**src/hw/nsa_pkg.sv**
```systemverilog
package nsa_pkg;

    // ------------------------------------------------------------------
    // Register map (index on reg_addr_in)
    // ------------------------------------------------------------------
    localparam logic [2:0] REG_CTRL  = 3'h0;
    localparam logic [2:0] REG_TRIG  = 3'h1;
    localparam logic [2:0] REG_START = 3'h2;
    localparam logic [2:0] REG_END   = 3'h3;
    localparam logic [2:0] REG_PTR   = 3'h4;

    // ------------------------------------------------------------------
    // Field positions
    // ------------------------------------------------------------------
    localparam int CTRL_GO_BIT   = 0;
    localparam int CTRL_MODE_LSB = 1;
    localparam int CTRL_INTERRUPT_PAUSE_SELECT_BIT = 3;
    localparam int CTRL_BUSY_BIT = 7;

    // ------------------------------------------------------------------
    // Reset values
    // ------------------------------------------------------------------
    localparam logic       GO_RST   = 1'b0;
    localparam logic       INTERRUPT_PAUSE_SELECT_RST = 1'b0;
    localparam logic [1:0] TRIG_RST = 2'h0;

    // Mode field encodings are fixed by the register layout
    typedef enum logic [1:0] {
        NSA_CONCURRENT = 2'h0,
        NSA_BURST      = 2'h1,
        NSA_PEEK       = 2'h2,
        NSA_TRIGGERED  = 2'h3
    } nsa_mode_t;

    localparam nsa_mode_t MODE_RST = NSA_CONCURRENT;

    typedef enum logic [1:0] {
        NSA_IDLE,
        NSA_WAIT_TRIG,
        NSA_RUN
    } nsa_state_t;

endpackage

```
**src/hw/nsa_trig_if.sv**
```systemverilog
`timescale 1ns/1ps
interface nsa_trig_if #(
    parameter int N = 4
);
    logic [N-1:0] raw;
    logic [N-1:0] rise;

    modport sync (input raw, output rise);
    modport core (output raw, input rise);
endinterface

```
**src/hw/nsa_trig_sync.sv**
```systemverilog
`timescale 1ns/1ps
module nsa_trig_sync #(
    parameter int N = 4
) (
    input  wire logic mclk_in,
    input  wire logic sys_rst_in,
    nsa_trig_if.sync  tif
);
    logic [N-1:0] s1_r;
    logic [N-1:0] s2_r;
    logic [N-1:0] s3_r;
    logic [N-1:0] lvl_r;
    logic [N-1:0] rise_r;
    wire  [N-1:0] agree = ~(s2_r ^ s3_r);
    wire  [N-1:0] lvl_nxt = (agree & s3_r) | (~agree & lvl_r);

    // A level counts only once the second and third stages agree
    always_ff @(posedge mclk_in) begin
        if (sys_rst_in) begin
            s1_r   <= '0;
            s2_r   <= '0;
            s3_r   <= '0;
            lvl_r  <= '0;
            rise_r <= '0;
        end else begin
            s1_r   <= tif.raw;
            s2_r   <= s1_r;
            s3_r   <= s2_r;
            lvl_r  <= lvl_nxt;
            rise_r <= lvl_nxt & ~lvl_r;
        end
    end

    assign tif.rise = rise_r;
endmodule // nsa_trig_sync

```
**src/hw/nsa_scanner.sv**
```systemverilog
`timescale 1ns/1ps
// Overview of operation
// - Burst: stall CPU from next operation
// - Burst stall lasts until hardware end
// - Concurrent: stall only on scanner accesses
// - Triggered: wait for selected trigger edge
// - Peek: use only CPU dead cycles
// - Pause select set: interrupt pauses burst
// - Pause select set: suspend other modes
// - Pause clear: burst delays interrupt response
// - Pause clear: accesses continue during interrupt
module nsa_scanner #(
    parameter int AW    = 15,
    parameter int DW    = 14,
    parameter int NTRIG = 4
) (
    input  wire logic          mclk_in,
    input  wire logic          sys_rst_in,
    input  wire logic [2:0]    reg_addr_in,
    input  wire logic [15:0]   reg_wdata_in,
    input  wire logic          reg_wr_in,
    input  wire logic          reg_rd_in,
    output logic      [15:0]   reg_rdata_out,
    input  wire logic [NTRIG-1:0] trig_clk_in,
    input  wire logic          cpu_mem_req_in,
    input  wire logic [AW-1:0] cpu_mem_addr_in,
    input  wire logic          irq_pending_in,
    input  wire logic          irq_active_in,
    output logic               cpu_stall_out,
    output logic               irq_hold_out,
    output logic      [AW-1:0] nvm_addr_out,
    input  wire logic [DW-1:0] nvm_rdata_in,
    output logic      [DW-1:0] scan_data_out,
    output logic               scan_valid_out
);
    // ------------------------------------------------------------------
    // Trigger clock synchroniser
    // ------------------------------------------------------------------
    nsa_trig_if #(.N(NTRIG)) tif ();
    assign tif.raw = trig_clk_in;

    nsa_trig_sync #(.N(NTRIG)) u_sync (
        .mclk_in    (mclk_in),
        .sys_rst_in (sys_rst_in),
        .tif        (tif)
    );

    // ------------------------------------------------------------------
    // State
    // ------------------------------------------------------------------
    nsa_pkg::nsa_state_t state_r;
    nsa_pkg::nsa_mode_t  mode_r;
    logic                go_r;
    logic                interrupt_pause_select_r;
    logic [1:0]          trig_sel_r;
    logic [AW-1:0]       start_r;
    logic [AW-1:0]       end_r;
    logic [AW-1:0]       ptr_r;
    logic                gap_r;
    logic                acc_d_r;
    logic [15:0]         rdata_r;
    logic [DW-1:0]       sdata_r;
    logic                svalid_r;

    // ------------------------------------------------------------------
    // Register decode
    // ------------------------------------------------------------------
    wire wr_ctrl  = reg_wr_in && (reg_addr_in == nsa_pkg::REG_CTRL);
    wire wr_trig  = reg_wr_in && (reg_addr_in == nsa_pkg::REG_TRIG);
    wire wr_start = reg_wr_in && (reg_addr_in == nsa_pkg::REG_START);
    wire wr_end   = reg_wr_in && (reg_addr_in == nsa_pkg::REG_END);
    wire go_wbit  = reg_wdata_in[nsa_pkg::CTRL_GO_BIT];
    wire go_set   = wr_ctrl && go_wbit;
    wire go_clr   = wr_ctrl && !go_wbit;
    wire nsa_pkg::nsa_mode_t mode_w =
        nsa_pkg::nsa_mode_t'(reg_wdata_in[nsa_pkg::CTRL_MODE_LSB +: 2]);

    // ------------------------------------------------------------------
    // Access arbitration
    // ------------------------------------------------------------------
    wire is_burst = (mode_r == nsa_pkg::NSA_BURST);
    wire is_peek  = (mode_r == nsa_pkg::NSA_PEEK);
    wire running  = (state_r == nsa_pkg::NSA_RUN);
    // A pending interrupt must pause too, or a stalled core never takes it
    wire pause    = interrupt_pause_select_r && (irq_pending_in || irq_active_in);
    wire trig_hit = tif.rise[trig_sel_r];
    // Peek steals dead cycles; concurrent modes leave a gap after each access
    wire slot_ok  = is_burst ? 1'b1 : (is_peek ? !cpu_mem_req_in : !gap_r);
    wire access   = running && !pause && slot_ok;
    wire last     = access && (ptr_r == end_r);
    wire conc_acc = access && !is_burst && !is_peek;

    assign cpu_stall_out = (running && is_burst && !pause) || conc_acc;
    assign irq_hold_out  = running && is_burst && !interrupt_pause_select_r;
    assign nvm_addr_out  = access ? ptr_r : cpu_mem_addr_in;

    wire [15:0] ctrl_rd = {8'h00, (state_r != nsa_pkg::NSA_IDLE), 3'h0,
                           interrupt_pause_select_r, mode_r, go_r};
    wire [15:0] rd_mux =
        (reg_addr_in == nsa_pkg::REG_CTRL)  ? ctrl_rd :
        (reg_addr_in == nsa_pkg::REG_TRIG)  ? {14'h0000, trig_sel_r} :
        (reg_addr_in == nsa_pkg::REG_START) ? 16'(start_r) :
        (reg_addr_in == nsa_pkg::REG_END)   ? 16'(end_r) :
        (reg_addr_in == nsa_pkg::REG_PTR)   ? 16'(ptr_r) : 16'h0000;

    // ------------------------------------------------------------------
    // Next state
    // ------------------------------------------------------------------
    nsa_pkg::nsa_state_t state_nxt;
    always_comb begin
        state_nxt = state_r;
        if (go_set) begin
            state_nxt = (mode_w == nsa_pkg::NSA_TRIGGERED) ?
                        nsa_pkg::NSA_WAIT_TRIG : nsa_pkg::NSA_RUN;
        end else if (go_clr) begin
            state_nxt = nsa_pkg::NSA_IDLE;
        end else begin
            unique case (state_r)
                nsa_pkg::NSA_IDLE: begin
                    state_nxt = nsa_pkg::NSA_IDLE;
                end
                nsa_pkg::NSA_WAIT_TRIG: begin
                    if (trig_hit) begin
                        state_nxt = nsa_pkg::NSA_RUN;
                    end
                end
                nsa_pkg::NSA_RUN: begin
                    if (last) begin
                        state_nxt = nsa_pkg::NSA_IDLE;
                    end
                end
                default: begin
                    state_nxt = nsa_pkg::NSA_IDLE;
                end
            endcase
        end
    end

    // A software set in the end cycle wins over the hardware clear
    wire go_nxt = wr_ctrl ? go_wbit : (last ? 1'b0 : go_r);

    // ------------------------------------------------------------------
    // Registers
    // ------------------------------------------------------------------
    always_ff @(posedge mclk_in) begin
        if (sys_rst_in) begin
            state_r    <= nsa_pkg::NSA_IDLE;
            mode_r     <= nsa_pkg::MODE_RST;
            go_r       <= nsa_pkg::GO_RST;
            interrupt_pause_select_r     <= nsa_pkg::INTERRUPT_PAUSE_SELECT_RST;
            trig_sel_r <= nsa_pkg::TRIG_RST;
            start_r    <= '0;
            end_r      <= '0;
        end else begin
            state_r <= state_nxt;
            go_r    <= go_nxt;
            if (wr_ctrl) begin
                mode_r <= mode_w;
                interrupt_pause_select_r <= reg_wdata_in[nsa_pkg::CTRL_INTERRUPT_PAUSE_SELECT_BIT];
            end
            if (wr_trig) begin
                trig_sel_r <= reg_wdata_in[1:0];
            end
            if (wr_start) begin
                start_r <= reg_wdata_in[AW-1:0];
            end
            if (wr_end) begin
                end_r <= reg_wdata_in[AW-1:0];
            end
        end
    end

    always_ff @(posedge mclk_in) begin
        if (sys_rst_in) begin
            ptr_r <= '0;
            gap_r <= 1'b0;
        end else if (go_set) begin
            ptr_r <= start_r;
            gap_r <= 1'b0;
        end else begin
            ptr_r <= access ? ptr_r + AW'(1) : ptr_r;
            gap_r <= access;
        end
    end

    // Memory answers one cycle after the address; data leaves registered
    always_ff @(posedge mclk_in) begin
        if (sys_rst_in) begin
            acc_d_r  <= 1'b0;
            sdata_r  <= '0;
            svalid_r <= 1'b0;
            rdata_r  <= 16'h0000;
        end else begin
            acc_d_r  <= access;
            svalid_r <= acc_d_r;
            if (acc_d_r) begin
                sdata_r <= nvm_rdata_in;
            end
            rdata_r <= reg_rd_in ? rd_mux : 16'h0000;
        end
    end

    assign reg_rdata_out  = rdata_r;
    assign scan_data_out  = sdata_r;
    assign scan_valid_out = svalid_r;
endmodule // nsa_scanner

```
**config.mk**
```make
export PLATFORM = sky130hd
export DESIGN_NAME = nsa_scanner
export DESIGN_NICKNAME = d
export VERILOG_FILES = /design/src/hw/nsa_pkg.sv /design/src/hw/nsa_trig_if.sv /design/src/hw/nsa_trig_sync.sv /design/src/hw/nsa_scanner.sv
export SDC_FILE = /design/constraint.sdc
export NUM_CORES = 1
export LEC_CHECK = 0
export ABC_AREA = 1
export BUFFER_PORTS_ARGS = -buffer_cell sky130_fd_sc_hd__buf_2
export CAP_MARGIN = 20
export CORE_ASPECT_RATIO = 0.9
export CORE_MARGIN = 5
export CORE_UTILIZATION = 35
export DETAILED_ROUTE_END_ITERATION = 10
export GPL_TIMING_DRIVEN = 0
export MAX_ROUTING_LAYER = met4
export PLACE_DENSITY = 0.54
export SYNTH_ARGS = -nofsm -noshare
export SYNTH_HDL_FRONTEND = slang
export SYNTH_HIERARCHICAL = 1
export SYNTH_SLANG_ARGS = --single-unit
```
**constraint.sdc**
```tcl
create_clock -name mclk_in -period 2.4 [get_ports mclk_in]
set_input_delay 0.12 -clock mclk_in [delete_from_list [all_inputs] [get_ports mclk_in]]
set_output_delay 0.12 -clock mclk_in [all_outputs]
set_load 0.05 [all_outputs]
```
==> impl_metrics.ini, run 1 <==
[synthesis]
syn-num-nets = 719
synth.most_common_cell = sky130_fd_sc_hd__nand2_1
seq_area_frac_synth_pct = 44.9
synth_edf_count = 0
netlist_area_um2 = 4680
synthTopCellsByArea = sky130_fd_sc_hd__dfxtp_1 (45%), sky130_fd_sc_hd__nand2_1 (9.8%), sky130_fd_sc_hd__nor2_1 (9.3%)
synth_top_area_share_pct = 44.9
synth_async_sr_flop_share_pct = 0
yosys-top-cells-count = sky130_fd_sc_hd__nand2_1 (122), sky130_fd_sc_hd__nor2_1 (116), sky130_fd_sc_hd__dfxtp_1 (105)
synthDominantAreaCellType = sky130_fd_sc_hd__dfxtp_1
synth_seq_cells = 105
synth.avg_cell_area_um2 = 7.10
ys_types = 35
postSynthCellCount = 659
synth_warnings = 6
dominantRegCellSynth = sky130_fd_sc_hd__dfxtp_1

[sta]
final_max_slew_viol_count = 0
fmaxAchievable_mhz = 451
timing_hold_violations_final = 0
fin_hold_ws_ns = 0.00711
max-slew-margin-rel_pct = 50.9
final_period_minus_worst_setup_slack_ns = 2.22
final_min_period_over_clock_period_pct = 92.4
setup_repair_after_global_routing_missed_its_margin = no
timing.final.setup_violations = 0
tns_ns = 0
clock_skew_ns = 0.00539
max_slew.worst_pin.slew_ns = 0.736
postLayoutSetupSlackWorst_ns = 0.183

[floorplanning]
pin_count = 107
start_util_pct = 35.4
design.die.area_um2 = 15800
floorplan.die.width_um = 132
std_cell_rows = 40
die_h_um = 120
floorplan.core_area_um2 = 13200

[cells_and_area]
final-seq-area_um2 = 2100
layout-drive-gt1-share_pct = 19.6
multiInputGateArea_um2 = 2150
antenna_cells_inserted = 0
design_area_um2 = 5930
layout-area-overhead-vs-synth_pct = 26.7
nets = 852
fill_cells = 1365

[run]
maxCapViolCount = 0

[run_status]
status = finished, final reports clean

[global_route]
grt-ovfl-total = 0
grt_pass1_vias = 4557
initial_antenna_violation_count = 0
grt_use_total_pct = 19.1
grt_pass1_wl_um = 23500
grt_start_max_net_pins = 17

[placed_design]
post-place-ws_ns = 0.542
gp_routability_congestion = 0.897
buffer_ports.inserted = 104
post_dp_cell_area_um2 = 5410
detailed_place_hpwl_um = 10900

[clock_tree]
cts.path.max_buffers = 2
post_cts_resized = 0
cts_root_buffer_type = sky130_fd_sc_hd__clkbuf_16
worstSkewPairLatency_ns = 0.36
ctsHtreeMaxLevel = 3
cts.sink_count = 105
cts_tree = built
cts_made_buffers = 9
clkSlewWorstSetupHoldPaths_ns = 0.07

[route]
drc = 0
first_iter_violations = 339
dr.pass1.iters = 5
drt-wirelength-per-cell_um = 15.4
dr_total_vias = 4773
postRouteWirelength_um = 14800
postRouteAntennaNets = 0
route.detailed.vias_per_inst = 4.95

[setup_path]
worst_ep_arrival_time_ns = 2.10
regToRegSetupSlack_ns = 0.66
path_max_fanout = 10
worst_r2r_endpoint = ptr_r[10]
timing.critical_path.from_type = flop
worstReg2RegStart = ptr_r[1]
crit_required_ns = 2.28
end_kind = output pin
number_of_cell_instances_on_the_worst_register_to_register_path = 8
criticalPathCategory = reg2out

[hold_path]
min_from = reg_wdata_in[13]
hold-path-endpoint = start_r[13]
hold_path_depth = 3
holdCritPathClass = in2reg

[pwr]
p_leak_nw = 2.61
post-layout-total-power_mw = 3.89
max-vdd-ir-drop_v = 0.000410
powerDensity_nw_per_um2 = 656
worst max-delay path: stages (launching register included):
cell and delay (ns):
sky130_fd_sc_hd__dfxtp_1 0.34, sky130_fd_sc_hd__inv_2 0.05, sky130_fd_sc_hd__nor2_4 0.10, sky130_fd_sc_hd__nand3_1 0.18
sky130_fd_sc_hd__nor2_8 0.28, sky130_fd_sc_hd__inv_4 0.12, sky130_fd_sc_hd__buf_2 0.24, sky130_fd_sc_hd__o21ai_1 0.14
sky130_fd_sc_hd__buf_2 0.27
cell usage in the layout, fill, tap and decap left out, types with 3 or more instances in the layout:
master                            n
sky130_fd_sc_hd__a21oi_1         53
sky130_fd_sc_hd__a221oi_1         3
sky130_fd_sc_hd__a31oi_1          5
sky130_fd_sc_hd__buf_2          112
sky130_fd_sc_hd__buf_4            3
sky130_fd_sc_hd__bufinv_16        3
sky130_fd_sc_hd__clkbuf_1        12
sky130_fd_sc_hd__clkbuf_16        9
sky130_fd_sc_hd__dfxtp_1        105
sky130_fd_sc_hd__dlygate4sd3_1   18
sky130_fd_sc_hd__inv_1           63
sky130_fd_sc_hd__inv_2            9
sky130_fd_sc_hd__nand2_1        122
sky130_fd_sc_hd__nand3_1         18
sky130_fd_sc_hd__nand3b_1         5
sky130_fd_sc_hd__nand4_1          5
sky130_fd_sc_hd__nor2_1         116
sky130_fd_sc_hd__nor2_2           3
sky130_fd_sc_hd__nor3_1           6
sky130_fd_sc_hd__o21ai_0         62
sky130_fd_sc_hd__o21ai_1         23
sky130_fd_sc_hd__o22ai_1         13
sky130_fd_sc_hd__xor2_1           6
routing by layer:
metal	share of wire, %	track usage, %	vias up
met5	0	-	-
met4	3.0	9.25	0
met3	7.0	3.86	31
met2	43	28.6	179
met1	47	24.7	2160
li1	-	-	2403
worst max-delay path by stage:
stage                          start               end  slack [ns]  cells after the start
after floorplan           state_r[1]  nvm_addr_out[10]        0.47                      7
after global placement    state_r[1]   nvm_addr_out[0]        0.53                      8
after detailed placement  state_r[1]   nvm_addr_out[0]        0.54                      8
after CTS                 state_r[1]   nvm_addr_out[0]        0.15                      8
after global routing      state_r[1]   nvm_addr_out[0]       0.003                      8
final                     state_r[1]   nvm_addr_out[5]        0.18                      8
where the power goes:
part / internal, mW / total [mW] / leakage (nW) / switching [mW]
clock: 1.02 / 1.68 / 0.164 / 0.660
combinational: 0.133 / 0.399 / 1.60 / 0.266
sequential: 1.78 / 1.81 / 0.851 / 0.0257
cell type report:
type / count / share of cell area (%)
inverter: 74 / 4.77
clock inverter: 5 / 1.75
clock buffer: 11 / 3.93
multi-input combinational: 455 / 36.3
timing repair buffer: 122 / 11.8
tap: 168 / 3.55
sequential: 105 / 35.5
buffer: 25 / 2.39
flip-flops by register name, indices dropped and copies added, names as in the netlist:
name,count
scan_valid_out,1
acc_d_r,1
state_r,2
u_sync/s1_r,4
start_r,15
gap_r,1
ptr_r,15
trig_sel_r,2
scan_data_out,14
go_r,1
u_sync/s2_r,4
interrupt_pause_select_r,1
reg_rdata_out,15
u_sync/s3_r,4
mode_r,2
end_r,15
u_sync/lvl_r,4
u_sync/tif.rise,4
per-stage QoR:
stage	utilization, %	instances
2_1_floorplan	-	659
3_3_place_gp	40.9	931
3_5_place_dp	40.9	931
4_1_cts	44.9	965
5_1_grt	44.9	965
6_report	44.9	965
what timing repair did:
action / CTS / global route
buffers inserted: 0 / 0
endpoints found under the hold margin: 18 / 0
hold buffers: 18 / 0
kinds of logic after synthesis:
logic type | count (synthesis) | share of synthesized area [%]
DFF | 105 | 44.9
buffers and inverters | 99 | 9.06
AOI/OAI and AO/OA | 161 | 18.0
adders and majority gates | 1 | 0.267
other | 1 | 0.0801
xor gates and xnor gates | 7 | 1.31
and+or+nand+nor | 285 | 26.3
(Power assumes the default switching activity.)
==> run 2, diff against run 1 <==
--- a/config.mk
+++ b/config.mk
@@ -11,10 +11,12 @@
 export CORE_ASPECT_RATIO = 0.9
 export CORE_MARGIN = 5
 export CORE_UTILIZATION = 35
+export CTS_CLUSTER_SIZE = 40
 export DETAILED_ROUTE_END_ITERATION = 10
 export GPL_TIMING_DRIVEN = 0
 export MAX_ROUTING_LAYER = met4
 export PLACE_DENSITY = 0.54
+export RECOVER_POWER = 25
 export SYNTH_ARGS = -nofsm -noshare
 export SYNTH_HDL_FRONTEND = slang
 export SYNTH_HIERARCHICAL = 1
==> impl_metrics.ini, run 2 (synthesis results as in run 1) <==
[clock_tree]
ctsHtreeMaxLevel = 3
cts_made_buffers = 9
cts.repair_timing.setup_buffer_count = 0
post_cts_resized = 0
clkSlewWorstSetupHoldPaths_ns = 0.07
worstSkewPairLatency_ns = 0.36
holdBufCountCts = 18
cts.sink_count = 105
cts_tree = built
cts_root_buffer_type = sky130_fd_sc_hd__clkbuf_16
cts.path.max_buffers = 2

[global_route]
grt-ovfl-total = 0
grt_pass1_wl_um = 23500
grt_use_total_pct = 19.1
initial_antenna_violation_count = 0
grt_pass1_vias = 4557
grt_start_max_net_pins = 17

[setup_path]
cp_cell_sequence = inv_2 -> nor2_4 -> nand3_1 -> nor2_8 -> inv_4 -> buf_2 -> o21ai_1 -> buf_2
crit_required_ns = 2.28
end_kind = output pin
critical-path-top-cell-by-count = sky130_fd_sc_hd__buf_2
timing.critical_path.from_type = flop
biggest_cell_delay_along_the_critical_path_ns = 0.34
regToRegSetupSlack_ns = 0.66
criticalPathCategory = reg2out
path_max_fanout = 10
crit_slowest_cell = sky130_fd_sc_hd__dfxtp_1
worst_ep_arrival_time_ns = 2.10

[placed_design]
detailed_place_hpwl_um = 10900
buffer_ports.inserted = 104
gp_routability_congestion = 0.897
post-place-ws_ns = 0.542

[cells_and_area]
layout-area-overhead-vs-synth_pct = 26.3
nets = 852
top_library_cells_by_usage_in_the_layout_fill_and_taps_aside = sky130_fd_sc_hd__nand2_1 (122), sky130_fd_sc_hd__nor2_1 (116), sky130_fd_sc_hd__dfxtp_1 (105), sky130_fd_sc_hd__buf_2 (98), sky130_fd_sc_hd__inv_1 (63)
layout_commonest_cell = sky130_fd_sc_hd__nand2_1
layout-drive-gt1-share_pct = 17.8
antenna_cells_inserted = 0

[route]
postRouteWirelength_um = 14800
first_iter_violations = 341
dr_total_vias = 4785
drc = 0
drt-wirelength-per-cell_um = 15.4
route.detailed.vias_per_inst = 4.96
dr.pass1.iters = 5
postRouteAntennaNets = 0

[pwr]
max-vdd-ir-drop_v = 0.000410
powerDensity_nw_per_um2 = 657
p_leak_nw = 2.55

[floorplanning]
pin_count = 107
floorplan.die.width_um = 132
start_util_pct = 35.4
floorplan.core_area_um2 = 13200
die_h_um = 120
design.die.area_um2 = 15800
std_cell_rows = 40

[sta]
tns_ns = 0
fmaxAchievable_mhz = 451
final_min_period_over_clock_period_pct = 92.5
timing_hold_violations_final = 0
max-slew-margin-rel_pct = 51.1
postLayoutSetupSlackWorst_ns = 0.180
final_max_slew_viol_count = 0
clock_skew_ns = 0.00527
final_period_minus_worst_setup_slack_ns = 2.22
setup_repair_after_global_routing_missed_its_margin = no
max_slew.worst_pin.slew_ns = 0.733
timing.final.setup_violations = 0

[run]
maxCapViolCount = 0

[hold_path]
holdCritPathClass = in2reg

[run_status]
status = finished, final reports clean
[run 2: cell types whose count changed in the layout (fill, tap and decap cells not counted)]
cell                       change
sky130_fd_sc_hd__buf_2        -14
sky130_fd_sc_hd__clkbuf_1     +14
[run 2: worst max-delay path: cells and delay by family (launching register included)]
family,cells,cell delay [ns]
buf+inv,4,0.68
flops,1,0.34
compound gates,1,0.14
simple gates,3,0.56
[run 2: power by group]
part	internal (mW)	switching, mW
clock network	1.02	0.661
registers	1.78	0.0257
logic	0.132	0.267
total	2.93	0.953
[run 2: routing by layer]
layer  up-vias  track usage, %  wire length, µm
li1       2403               -                -
met1      2170            24.7             6880
met2       181            28.6             6470
met3        31            3.86             1030
met4         0            9.25              458
met5         -               -                0
[run 2: final timing paths]
check                         from              end  depth (start not counted)
hold / removal    reg_wdata_in[13]      start_r[13]                          3
hold reg to reg     u_sync/s1_r[1]   u_sync/s2_r[1]                          2
setup / recovery        state_r[1]  nvm_addr_out[5]                          8
setup reg to reg          ptr_r[1]        ptr_r[10]                          8
[run 2: cell type report]
| cell class | instances | area (µm²) |
|---|---|---|
| plain buffers | 25 | 141 |
| clock buffers | 11 | 233 |
| clock inverters | 5 | 104 |
| fillers | 1369 | 7300 |
| inverters | 74 | 283 |
| multi-input cells | 455 | 2150 |
| flip-flops and latches | 105 | 2100 |
| well taps | 168 | 210 |
| repair buffers | 122 | 683 |
[run 2: metrics by stage]
stage          instance area [µm²]  hold WS [ns]  util [%]  power, mW  std cells
3_5_place_dp                  5410         0.328      40.9       2.22        931
3_3_place_gp                  5410         0.318      40.9       2.21        931
2_1_floorplan                 4680         0.189         -       2.07        659
4_1_cts                       5930       0.00144      44.9       3.92        965
6_report                      5910       0.00875      44.7       3.89        965
5_1_grt                       5910       0.00762      44.7       4.01        965
==> run 3, diff against run 2 <==
--- a/config.mk
+++ b/config.mk
@@ -5,7 +5,6 @@
 export SDC_FILE = /design/constraint.sdc
 export NUM_CORES = 1
 export LEC_CHECK = 0
-export ABC_AREA = 1
 export BUFFER_PORTS_ARGS = -buffer_cell sky130_fd_sc_hd__buf_2
 export CAP_MARGIN = 20
 export CORE_ASPECT_RATIO = 0.9
==> impl_metrics.ini, run 3 <==
[pwr]
switching_power_share_of_the_total_pct = 26.0
power_frac_clock_pct = 42.0
seq_power_share_pct = 48.4
max-vdd-ir-drop_v = 0.000412
p_leak_nw = 2.34
power_report.internal_total_mw = 2.75
p_sw_mw = 0.966
powerDensity_nw_per_um2 = 639
post-layout-total-power_mw = 3.71
p_comb_share_pct = 9.6

[synthesis]
ys_types = 46
synth_edf_count = 0
combinational_family_with_the_most_area_after_synthesis = simple AND/OR/NAND/NOR gates
postSynthCellCount = 564
synth_async_sr_flop_share_pct = 0
synth_compound_gate_area_share_pct = 10.6
synthTopCellsByArea = sky130_fd_sc_hd__dfxtp_1 (45%), sky130_fd_sc_hd__nand2_1 (10%), sky130_fd_sc_hd__mux2i_1 (7.3%)
synth.most_common_cell = sky130_fd_sc_hd__nand2_1
synth.mux.area_fraction_pct = 7.78
synth_top_area_share_pct = 45.1
synth_seq_cells = 105
synth_adder_area_share_pct = 0.268
synth_warnings = 6
synth.avg_cell_area_um2 = 8.27
yosys-top-cells-count = sky130_fd_sc_hd__nand2_1 (127), sky130_fd_sc_hd__dfxtp_1 (105), sky130_fd_sc_hd__nor2_1 (73)
dominantRegCellSynth = sky130_fd_sc_hd__dfxtp_1
synth_simple_gate_area_share_pct = 26.5
syn-num-nets = 624
synthDominantAreaCellType = sky130_fd_sc_hd__dfxtp_1
seq_area_frac_synth_pct = 45.1
synth-xor-area-share_pct = 5.44
netlist_area_um2 = 4670

[global_route]
met2_routing_resource_usage_after_global_routing_pct = 28.0
grt.met3_usage_pct = 5.11
initial_antenna_violation_count = 0
grt_most_used_layer = met2
grt_pass1_wl_um = 21200
grt_use_total_pct = 17.1
grt-ovfl-total = 0
grt_start_max_net_pins = 21
grt_pass1_vias = 4198
groute.layer.met1.usage_pct = 21.1

[clock_tree]
cts_root_buffer_type = sky130_fd_sc_hd__clkbuf_16
cts.sink_count = 105
cts_tree = built
ctsHtreeMaxLevel = 3
clkSlewWorstSetupHoldPaths_ns = 0.08
worstSkewPairLatency_ns = 0.35
cts_made_buffers = 9
cts.path.max_buffers = 2

[placed_design]
post_dp_cell_area_um2 = 5400
gp_routability_congestion = 0.888
detailed_place_hpwl_um = 9940
buffer_ports.inserted = 104
post-place-ws_ns = 0.362

[run_status]
status = finished, final reports clean

[setup_path]
path_max_fanout = 10
crit_required_ns = 2.28
worst_ep_arrival_time_ns = 2.14
criticalPathCategory = reg2out
end_kind = output pin
timing.critical_path.from_type = flop

[cells_and_area]
layout-drive-gt1-share_pct = 19.7
top_library_cells_by_usage_in_the_layout_fill_and_taps_aside = sky130_fd_sc_hd__nand2_1 (127), sky130_fd_sc_hd__dfxtp_1 (105), sky130_fd_sc_hd__buf_2 (92), sky130_fd_sc_hd__nor2_1 (73), sky130_fd_sc_hd__a21oi_1 (49)
antenna_cells_inserted = 0
layout-area-overhead-vs-synth_pct = 24.6
layout_commonest_cell = sky130_fd_sc_hd__nand2_1
nets = 749
design_area_um2 = 5810

[route]
dr.pass1.iters = 4
route.detailed.vias_per_inst = 4.73
drc = 0
postRouteWirelength_um = 12800
postRouteAntennaNets = 0
dr_total_vias = 4080
drt-wirelength-per-cell_um = 14.8
first_iter_violations = 325

[sta]
final_max_slew_viol_count = 0
postLayoutSetupSlackWorst_ns = 0.141
clock_skew_ns = 0.00895
fin_hold_ws_ns = 0.00449
max_slew.worst_pin.slew_ns = 0.687
max-slew-margin-rel_pct = 54.0
setup_repair_after_global_routing_missed_its_margin = no
final_min_period_over_clock_period_pct = 94.1
fmaxAchievable_mhz = 443
timing_hold_violations_final = 0
timing.final.setup_violations = 0
tns_ns = 0
final_period_minus_worst_setup_slack_ns = 2.26

[floorplanning]
start_util_pct = 35.3
floorplan.die.width_um = 132
floorplan.core_area_um2 = 13200
design.die.area_um2 = 15700
die_h_um = 120
std_cell_rows = 40
pin_count = 107

[hold_path]
holdCritPathClass = in2reg

[run]
maxCapViolCount = 0
run 3: cell count changes after synthesis, sizes merged, moves of 13 or more:
cell / before / now
a211oi: 0 / 17
nor2b: 0 / 16
mux2i: 0 / 34
inv: 74 / 0
o21ai: 85 / 5
xnor2: 1 / 17
nor2: 123 / 74
nand3: 20 / 7
run 3: timing repair:
item,4_1_cts,5_1_grt
hold endpoints to repair,9,0
endpoints found under the setup margin,10,10
resized for setup,10,1
hold buffers,9,0
buffers inserted,0,1
pin swaps,0,1
cloned,0,0
run 3: power groups by stage:
| stage | combinational [mW] | sequential [mW] | clock (mW) |
|---|---|---|---|
| CTS | 0.358 | 1.80 | 1.60 |
| global route | 0.391 | 1.80 | 1.66 |
| finish | 0.355 | 1.80 | 1.56 |
| floorplan | 0.212 | 1.84 | 0 |
| detailed placement | 0.340 | 1.84 | 0 |
| global placement | 0.335 | 1.84 | 0 |
run 3: kinds of logic after synthesis:
group                    count (synthesis)
other                                    1
flip-flops                             105
multiplexers                            35
adder cells (fa/ha/maj)                  1
AND/OR/NAND/NOR                        270
buffers and inverters                   41
XOR/XNOR                                29
AO/OA/AOI/OAI                           82
run 3: area by class of cell:
cell class | instances | area, µm²
Buffer | 41 | 200
Clock buffer | 9 | 225
Clock inverter | 7 | 93.8
Fill cell | 1404 | 7400
Multi-Input combinational cell | 418 | 2360
Sequential cell | 105 | 2100
Tap cell | 168 | 210
Timing Repair Buffer | 114 | 626
run 3: final timing paths:
check / from / endpoint / slack, ns / cells past startpoint
worst max-delay path: mode_r[1] / nvm_addr_out[10] / 0.14 / 9
worst min-delay path: nvm_rdata_in[3] / scan_data_out[3] / 0.004 / 3
worst min register to register: u_sync/s1_r[1] / u_sync/s2_r[1] / 0.44 / 1
worst max register to register: mode_r[1] / ptr_r[14] / 0.46 / 7
run 3: layer usage:
layer  vias up  routed length, µm
met4         0                 78
met3         6                793
met2        95               6070
met1      1848               5860
met5         -                  0
li1       2131                  -
run 3: per-stage QoR:
step           utilization, %  std cells
2_1_floorplan               -        564
3_3_place_gp             40.8        836
3_5_place_dp             40.8        836
4_1_cts                  44.1        861
5_1_grt                  44.0        862
6_report                 44.0        862
run 3: critical path, stage by stage (launching register included):
cell,delay (ns)
sky130_fd_sc_hd__dfxtp_1,0.33
sky130_fd_sc_hd__buf_6,0.13
sky130_fd_sc_hd__mux2i_1,0.22
sky130_fd_sc_hd__o211ai_2,0.16
sky130_fd_sc_hd__buf_6,0.19
sky130_fd_sc_hd__nor2_4,0.18
sky130_fd_sc_hd__clkbuf_4,0.23
sky130_fd_sc_hd__nand2_1,0.07
sky130_fd_sc_hd__nand2_1,0.08
sky130_fd_sc_hd__buf_4,0.19
